### src/rss_pkg.sv
// constants shared by the reset source sequencer
// assumes a single 125 MHz core clock and a byte-wide register port
package rss_pkg;

    // clock and brown-out filter timing
    localparam int         CLK_PERIOD_NS   = 8;
    localparam int         BOD_MIN_TIME_NS = 2000;
    localparam logic [7:0] BOD_MIN_CYC     = 8'((BOD_MIN_TIME_NS + CLK_PERIOD_NS - 1) / CLK_PERIOD_NS);

    // default start-up delay base, scaled by the clock select fuses
    localparam int unsigned STARTUP_BASE_CYC_DEF = 1024;

    // register map
    localparam logic [7:0] REG_FLAGS_ADDR = 8'h00;

    // reset cause flag positions and reset value
    localparam int         FLAG_DEBUG  = 4;
    localparam int         FLAG_WDOG   = 3;
    localparam int         FLAG_BOD    = 2;
    localparam int         FLAG_PIN    = 1;
    localparam int         FLAG_POR    = 0;
    localparam logic [4:0] FLAGS_RESET = 5'h01;

    // synchroniser bit positions
    localparam int SYN_POR = 0;
    localparam int SYN_PIN = 1;
    localparam int SYN_B27 = 2;
    localparam int SYN_B40 = 3;

    // release sequencer states, gray along hold, count, run
    typedef enum logic [1:0] {
        SEQ_HOLD  = 2'h0,
        SEQ_COUNT = 2'h1,
        SEQ_RUN   = 2'h3
    } rss_seq_e;

endpackage

### src/rss_reset_seq.sv
// reset source sequencer: merges reset sources, stretches the core reset, records the cause
// assumes analog comparators and the reset pin are asynchronous; watchdog and debug inputs run on core_clk
//
// What this block does
// - power-on request stays active while supply is below power-on threshold
// - supply rising above threshold starts delay counter; reset held until timeout
// - supply falling below threshold reasserts internal reset at once
// - low reset pin resets even without clock; driver must hold it long enough
// - after pin returns high, delay counter runs before processor release
// - fuse picks brown-out level: 2.7V unprogrammed, 4.0V programmed
// - enabled brown-out asserts reset when supply drops below level
// - after brown-out ends, release waits for delay counter timeout
// - brown-out dips no longer than about 2 us are ignored
// - watchdog expiry gives an internal reset pulse of one clock
// - trailing edge of watchdog pulse starts the start-up delay
// - debug reset sets bit 4; power-on or written zero clears it
// - watchdog reset sets bit 3; power-on or written zero clears it
// - brown-out reset sets bit 2; power-on or written zero clears it
// - pin reset sets bit 1; power-on or written zero clears it
// - power-on sets bit 0; only a written zero clears it
// - start-up timeout length comes from the clock select fuses
// - processor stays in reset while debug reset instruction input is high, then for the delay
// - port reset follows any active source; the supply, pin and debug reset paths need no clock
module rss_reset_seq #(
    parameter int unsigned STARTUP_BASE_CYC = rss_pkg::STARTUP_BASE_CYC_DEF
) (
    // clock and block reset
    input  wire logic       core_clk,
    input  wire logic       rst_n,
    // supply monitors and reset pin (asynchronous)
    input  wire logic       supply_below_por,
    input  wire logic       reset_pin_n,
    input  wire logic       bod_below_low,
    input  wire logic       bod_below_high,
    // fuses, static, high means programmed
    input  wire logic       brownout_enable_fuse,
    input  wire logic       brownout_level_select,
    input  wire logic [1:0] clock_select_fuses,
    // core-clock reset sources
    input  wire logic       watchdog_expire,
    input  wire logic       debug_port_reset_instruction,
    // register port
    input  wire logic [7:0] reg_addr,
    input  wire logic [7:0] reg_wdata,
    input  wire logic       reg_wr,
    input  wire logic       reg_rd,
    output logic      [7:0] reg_rdata,
    // reset outputs
    output logic            core_reset,
    output logic            io_reset
);

    logic [3:0]       sync1_q, sync1_d, sync2_q, sync2_d;
    logic             por_s, pin_s, bod_raw_s, bod_act;
    logic [7:0]       bod_cnt_q, bod_cnt_d;
    logic             wdt_prev_q, wdt_prev_d, wdt_pulse_q, wdt_pulse_d;
    logic             src_any;
    rss_pkg::rss_seq_e state_q, state_d;
    logic [15:0]      cnt_q, cnt_d, limit;
    logic [4:0]       flags_q, flags_d;
    logic [7:0]       rdata_d;
    logic             flags_sel;

    // start-up delay length for a clock select setting
    function automatic logic [15:0] rss_timeout(input logic [1:0] sel);
        rss_timeout = 16'(STARTUP_BASE_CYC << sel);
    endfunction

    // two-flop synchronisers for the asynchronous inputs
    always_comb begin
        sync1_d = {bod_below_high, bod_below_low, ~reset_pin_n, supply_below_por};
        sync2_d = sync1_q;
    end

    always_ff @(posedge core_clk or negedge rst_n) begin
        if (!rst_n) begin
            sync1_q <= 4'h0;
            sync2_q <= 4'h0;
        end else begin
            sync1_q <= sync1_d;
            sync2_q <= sync2_d;
        end
    end

    // synchronised sources and brown-out level choice
    assign por_s     = sync2_q[rss_pkg::SYN_POR];
    assign pin_s     = sync2_q[rss_pkg::SYN_PIN];
    assign bod_raw_s = brownout_enable_fuse &
                       (brownout_level_select ? sync2_q[rss_pkg::SYN_B40] : sync2_q[rss_pkg::SYN_B27]);

    // brown-out dip filter and watchdog pulse former
    always_comb begin
        bod_cnt_d   = 8'h00;
        if (bod_raw_s) begin
            bod_cnt_d = (bod_cnt_q == rss_pkg::BOD_MIN_CYC) ? bod_cnt_q : bod_cnt_q + 8'h01;
        end
        wdt_prev_d  = watchdog_expire;
        wdt_pulse_d = watchdog_expire & ~wdt_prev_q;
    end

    always_ff @(posedge core_clk or negedge rst_n) begin
        if (!rst_n) begin
            bod_cnt_q   <= 8'h00;
            wdt_prev_q  <= 1'b0;
            wdt_pulse_q <= 1'b0;
        end else begin
            bod_cnt_q   <= bod_cnt_d;
            wdt_prev_q  <= wdt_prev_d;
            wdt_pulse_q <= wdt_pulse_d;
        end
    end

    // brown-out counts only once the dip outlasts the minimum low time
    assign bod_act = bod_raw_s && (bod_cnt_q == rss_pkg::BOD_MIN_CYC);

    // any source holds the sequencer in reset
    assign src_any = por_s | pin_s | bod_act | wdt_pulse_q | debug_port_reset_instruction;
    assign limit   = rss_timeout(clock_select_fuses);

    // release sequencer next state
    always_comb begin
        state_d = state_q;
        cnt_d   = cnt_q;
        if (src_any) begin
            state_d = rss_pkg::SEQ_HOLD;
            cnt_d   = 16'h0000;
        end else begin
            unique case (state_q)
                rss_pkg::SEQ_HOLD: begin
                    state_d = rss_pkg::SEQ_COUNT;
                    cnt_d   = 16'h0000;
                end
                rss_pkg::SEQ_COUNT: begin
                    if (cnt_q == limit - 16'h0001) begin
                        state_d = rss_pkg::SEQ_RUN;
                    end else begin
                        cnt_d = cnt_q + 16'h0001;
                    end
                end
                rss_pkg::SEQ_RUN: begin
                    state_d = rss_pkg::SEQ_RUN;
                end
                default: begin
                    state_d = rss_pkg::SEQ_HOLD;
                end
            endcase
        end
    end

    always_ff @(posedge core_clk or negedge rst_n) begin
        if (!rst_n) begin
            state_q <= rss_pkg::SEQ_HOLD;
            cnt_q   <= 16'h0000;
        end else begin
            state_q <= state_d;
            cnt_q   <= cnt_d;
        end
    end

    // reset outputs: the raw supply and pin paths need no clock
    assign core_reset = supply_below_por | ~reset_pin_n | (state_q != rss_pkg::SEQ_RUN);
    assign io_reset   = supply_below_por | ~reset_pin_n | src_any;

    // cause flags: written zeros clear, sources set, set wins over clear
    assign flags_sel = (reg_addr == rss_pkg::REG_FLAGS_ADDR);

    always_comb begin
        flags_d = flags_q;
        if (reg_wr && flags_sel) begin
            flags_d = flags_q & reg_wdata[4:0];
        end
        if (debug_port_reset_instruction) flags_d[rss_pkg::FLAG_DEBUG] = 1'b1;
        if (wdt_pulse_q) flags_d[rss_pkg::FLAG_WDOG] = 1'b1;
        if (bod_act) flags_d[rss_pkg::FLAG_BOD] = 1'b1;
        if (pin_s) flags_d[rss_pkg::FLAG_PIN] = 1'b1;
        if (por_s) begin
            flags_d[4:1]                 = 4'h0;
            flags_d[rss_pkg::FLAG_POR]   = 1'b1;
        end
        rdata_d = 8'h00;
        if (reg_rd && flags_sel) begin
            rdata_d = {3'h0, flags_q};
        end
    end

    always_ff @(posedge core_clk or negedge rst_n) begin
        if (!rst_n) begin
            flags_q   <= rss_pkg::FLAGS_RESET;
            reg_rdata <= 8'h00;
        end else begin
            flags_q   <= flags_d;
            reg_rdata <= rdata_d;
        end
    end
endmodule

### config.mk
export PLATFORM = sky130hd
export DESIGN_NAME = rss_reset_seq
export DESIGN_NICKNAME = d
export VERILOG_FILES = /design/src/rss_pkg.sv /design/src/rss_reset_seq.sv
export SDC_FILE = /design/constraint.sdc
export NUM_CORES = 1
export LEC_CHECK = 0
export BUFFER_PORTS_ARGS = -buffer_cell sky130_fd_sc_hd__buf_2
export CAP_MARGIN = 5
export CORE_MARGIN = 3
export CORE_UTILIZATION = 58
export DETAILED_ROUTE_END_ITERATION = 10
export PLACE_DENSITY = 0.83
export SKIP_LAST_GASP = 1
export SYNTH_ARGS = -nofsm -noshare
export SYNTH_HDL_FRONTEND = slang
export SYNTH_SLANG_ARGS = --single-unit
### constraint.sdc
create_clock -name core_clk -period 5.5 [get_ports core_clk]
set_input_delay 1.1 -clock core_clk [delete_from_list [all_inputs] [get_ports core_clk]]
set_output_delay 1.1 -clock core_clk [all_outputs]
set_load 0.05 [all_outputs]
== Word-level counts from Yosys, hierarchy flattened ==
Index checks and enable logic that the tools add are counted.

* Bits in latches: 0
* Output and inout bits: 10
* Bits in writable memories: 0
* Memories kept: 0
* Word-level logic and storage cells: 65
* Register bits: 49
* Memory bits (read-only): 0
* Bits of input ports: 30

* Add/subtract/negate cells: 3
* Multipliers: 0
* Magnitude comparators: 0
* Shift-type cells: 1
* Reduce and logical (&&, ||, !) cells: 12
* Equal/unequal tests: 8
* Muxes and demuxes: 16
* Bitwise operators: 12
* Divide/modulo/power cells: 0

{| class="wikitable"
|+ Operators with widths
! kind !! number
|-
| two-way mux 16 bit || 2
|-
| one-hot mux 16 bit (2 select lines) || 1
|-
| adder 16 x 1 -> 16 bit, second input constant || 1
|-
| equality test 16 bit || 1
|-
| two-way mux 8 bit || 2
|-
| << shifter 11 x 2 -> 16 bit, first input constant || 1
|-
| subtractor 16 x 1 -> 16 bit, second input constant || 1
|-
| two-way mux 5 bit || 3
|-
| nonzero test 3 bit || 5
|-
| adder 8 x 1 -> 8 bit, second input constant || 1
|-
| equality test 8 bit, second input constant || 1
|-
| logical NOT 8 bit || 1
|-
| OR 1 bit || 7
|-
| != test 3 bit, second input constant || 2
|-
| one-hot mux 2 bit (3 select lines) || 1
|-
| bitwise AND 5 bit || 1
|-
| two-way mux 1 bit || 5
|-
| two-way mux 2 bit || 2
|-
| != test 2 bit, second input constant || 2
|-
| logical AND 1 bit || 3
|-
| bitwise AND 1 bit || 2
|-
| equality test 2 x 1 -> 1 bit, second input constant || 1
|-
| equality test 2 bit, second input constant || 1
|-
| logical NOT 2 bit || 1
|-
| 3 further kinds || 4
|}

== Logic depth before layout (Yosys ltp) ==
* Depth after elaboration: 8
* Gate-level depth with buffers: 8
* Depth with buffers taken out: 7

== Least setup slack after synthesis ==
Ideal clock, no wire load.

* Path type: input-to-output
* From: input port debug_port_reset_instruction
* To: output port io_reset
* Arrival time: 2201 ps
* Slack: 2199 ps
* Stages: 3
* Required time: 4400 ps
* Buffers on the path: 0
* Path through: or4_4 -> a21oi_1 -> nand2_1

* Longest elaborated chain between the ends: 2

{| class="wikitable"
|+ RTL lines
! element !! RTL line !! text
|-
| start: declaration || rss_reset_seq.sv:41 || <nowiki>input wire logic debug_port_reset_instruction,</nowiki>
|-
| OR 1 bit || rss_reset_seq.sv:117 || <nowiki>assign src_any = por_s | pin_s | bod_act | wdt_pulse_q | debug_port_reset_instruction;</nowiki>
|-
| OR 1 bit || rss_reset_seq.sv:162 || <nowiki>assign io_reset = supply_below_por | ~reset_pin_n | src_any;</nowiki>
|-
| end: declaration || rss_reset_seq.sv:50 || <nowiki>output logic io_reset</nowiki>
|}

No other way between the ends.

== Worst setup path after layout ==
Same ends and word-level chain as after synthesis.

==> flow_metrics.tcl <==
set metrics [dict create \
    outcome "finished, final reports clean" \
    numCtsBuffers 5 \
    holdPathStages 0 \
    vias 1836 \
    yosysWarnings 0 \
    hpwl_mm 3.18 \
    cp.arrival_ns 2.55 \
    drt_first_pass_iters 4 \
    whs_ns 0.356 \
    io_buffer_count 33 \
    start_util_pct 63.1 \
    seq_area_um2 1150 \
    grt_pass1_vias 1740 \
    antenna_found_initial 0 \
    timing.rr.end "cnt_q[7]" \
    die_h_um 67.7 \
    fin_util_pct 71.7 \
    drtIter0Drc 164 \
    multiInputGateArea_um2 982 \
    max_freq_ghz 0.274 \
    cts.sinks 46 \
    vias_per_cell 6.06 \
    dr_wl_met3_um 359 \
    post-cts-setup-buffers 0 \
    worst-r2r-setup-slack_ns 3.27 \
    maxUsedRoutingLayer "met4" \
    wire_per_inst_um 14.8 \
    slew_headroom_pct 33.5 \
    clock_latency_ns 0.31 \
    htreeDepth 2 \
    hp-class "reg -> reg" \
    total_power_mw 0.643 \
    grt.overflow.total 0 \
    wl_met2_mm 2.13 \
    finalHoldViolations 0 \
    setup_tns_ns 0 \
    crit_type "in -> out" \
    syn_area_um2 2210 \
    synth-seq-cells 46 \
    slew_violations 0 \
    ant_nets 0 \
    endpoint_kind "output pin" \
    gp_congestion 0.814 \
    met1_length_mm 1.94 \
    path_max_fanout 7 \
    period_minus_slack_ns 3.65 \
    ys_seq_area_share_pct 52.2 \
    drv_cap 0 \
    grt_pass1_wl_mm 7.67 \
    root_buffer "clkbuf_8" \
    cts_resized 0 \
    clock_path_buffers 2 \
    syn_inst 222 \
    start_kind "primary input" \
    cp.required_ns 4.40 \
    vdd_drop_max_mv 0.219 \
    ys_types 44 \
    dp_cells 295 \
    n_fill_cell 254 \
    drc 0 \
    num_rows 21 \
    async_reset_ff_share_pct 100 \
    holdCritStartpoint "sync1_q[1]" \
    power_density_nw_per_um2 257 \
    syn_area_per_cell_um2 9.94 \
    setup_viol 0 \
    die_w_um 67.7 \
    r2r_start "bod_cnt_q[0]" \
    io_pins 40 \
    num_antenna_cells 0 \
    cts_tree "yes" \
    worstMarginPinSlew_ns 0.998 \
    clkSlewWorstSetupHoldPaths_ns 0.08 \
    final_cells 303 \
    fin_skew_ns 0.00815 \
    synth_edf_count 0 \
    grt_max_degree 47 \
    hold-path-endpoint "sync2_q[1]" \
    final_net_count 289 \
    post-route-period-util_pct 66.3 \
    drt_wl_total_mm 4.50 \
    power.leakage_nw 1.07 \
    area_delta_synth_final_pct 13.6 \
    r2r_cells 7 \
    layout_common_cells "dfrtp_1, buf_2, nand2_1, nand3_1, nor2_1" \
    layout_commonest_cell "dfrtp_1" \
    die_area_um2 4580 \
    rsz0062_at_grt "no" \
    holdBufCountCts 0 \
    ys.flop_type "dfrtp_1" \
    drive_gt1_share_pct 19.5 \
    core_um2 3490 \
    groute.usage.overall_pct 22.6 \
]
==> cells in the mapped netlist (2+ instances only) <==
library cell / count / area (um2)
dfrtp_1: 45 / 1130
nand2_1: 22 / 82.6
nand3_1: 14 / 70.1
nor2_1: 12 / 45.0
a21oi_1: 11 / 55.1
o21ai_0: 11 / 55.1
a31oi_1: 8 / 50.1
and3_1: 8 / 50.1
inv_1: 8 / 30.0
nor3_1: 6 / 30.0
or3_1: 6 / 37.5
or4_1: 6 / 45.0
nand2b_1: 5 / 31.3
clkbuf_1: 4 / 15.0
nor4_1: 4 / 25.0
xor2_1: 4 / 35.0
buf_4: 3 / 22.5
ha_1: 3 / 37.5
nand4_1: 3 / 18.8
o211ai_1: 3 / 22.5
or2_2: 3 / 18.8
and2_1: 2 / 12.5
and4_1: 2 / 17.5
mux2i_1: 2 / 20.0
nor2b_1: 2 / 12.5
nor4b_1: 2 / 17.5
o21ai_1: 2 / 10.0
o22ai_1: 2 / 12.5
o311ai_0: 2 / 17.5
or4_4: 2 / 22.5
xnor2_1: 2 / 17.5
==> critical path: stages <==
cell and delay, ns:
buf_2 0.11, or4_4 0.43, a21oi_1 0.52, nand2_1 0.15, buf_2 0.24
==> worst max path at each step <==
stage               slack [ns]                    startpoint  depth (start not counted)  endpoint
finish                    1.85  debug_port_reset_instruction                          5  io_reset
global route              1.69                  bod_cnt_q[0]                          7  io_reset
CTS                       1.91  debug_port_reset_instruction                          5  io_reset
detailed placement        1.92  debug_port_reset_instruction                          5  io_reset
global placement          1.90  debug_port_reset_instruction                          5  io_reset
floorplan                 2.20  debug_port_reset_instruction                          3  io_reset
==> report_power, final <==
part           switching (mW)  internal (mW)  leakage, nW
combinational          0.0239         0.0128        0.406
clock                   0.120          0.138       0.0563
sequential            0.00441          0.344        0.612
==> through the flow <==
step	instance area (um2)	worst slack, ns
floorplan	2210	2.20
global placement	2390	1.90
detailed placement	2390	1.92
CTS	2500	1.91
global route	2500	1.69
finish	2500	1.85
==> layer usage <==
layer  up-vias  track usage [%]
met5         -                0
met4         0             7.59
met3         6             5.82
met2        75             36.6
met1       879             29.4
li1        876                -
==> logic make-up (layout without fill, tap and decap cells) <==
| kind of cell | Yosys count | count (layout) | share of synthesized area [%] |
|---|---|---|---|
| multiplexers | 2 | 2 | 0.908 |
| XOR/XNOR | 6 | 6 | 2.38 |
| flip-flops | 46 | 46 | 52.2 |
| AO/OA/AOI/OAI | 48 | 48 | 14.0 |
| buffers and inverters | 16 | 49 | 3.57 |
| AND/OR/NAND/NOR | 100 | 100 | 25.1 |
| other | 1 | 3 | 0.170 |
| adder cells (fa/ha/maj) | 3 | 3 | 1.70 |
==> flip-flops by register name, indices dropped and copies added, names as in the netlist <==
signal / cells
bod_cnt_q: 8
flags_q: 5
sync1_q: 4
cnt_q: 16
reg_rdata: 5
state_q: 2
sync2_q: 4
wdt_prev_q: 1
wdt_pulse_q: 1
==> final cells by class <==
type	instances	area share [%]
Inverter	8	1.20
Clock inverter	3	1.95
Clock buffer	5	2.75
Tap cell	46	2.30
Multi-Input combinational cell	162	39.2
Timing Repair Buffer	33	6.59
Sequential cell	46	46.0
No activity file was read; power rests on OpenSTA's default activity.
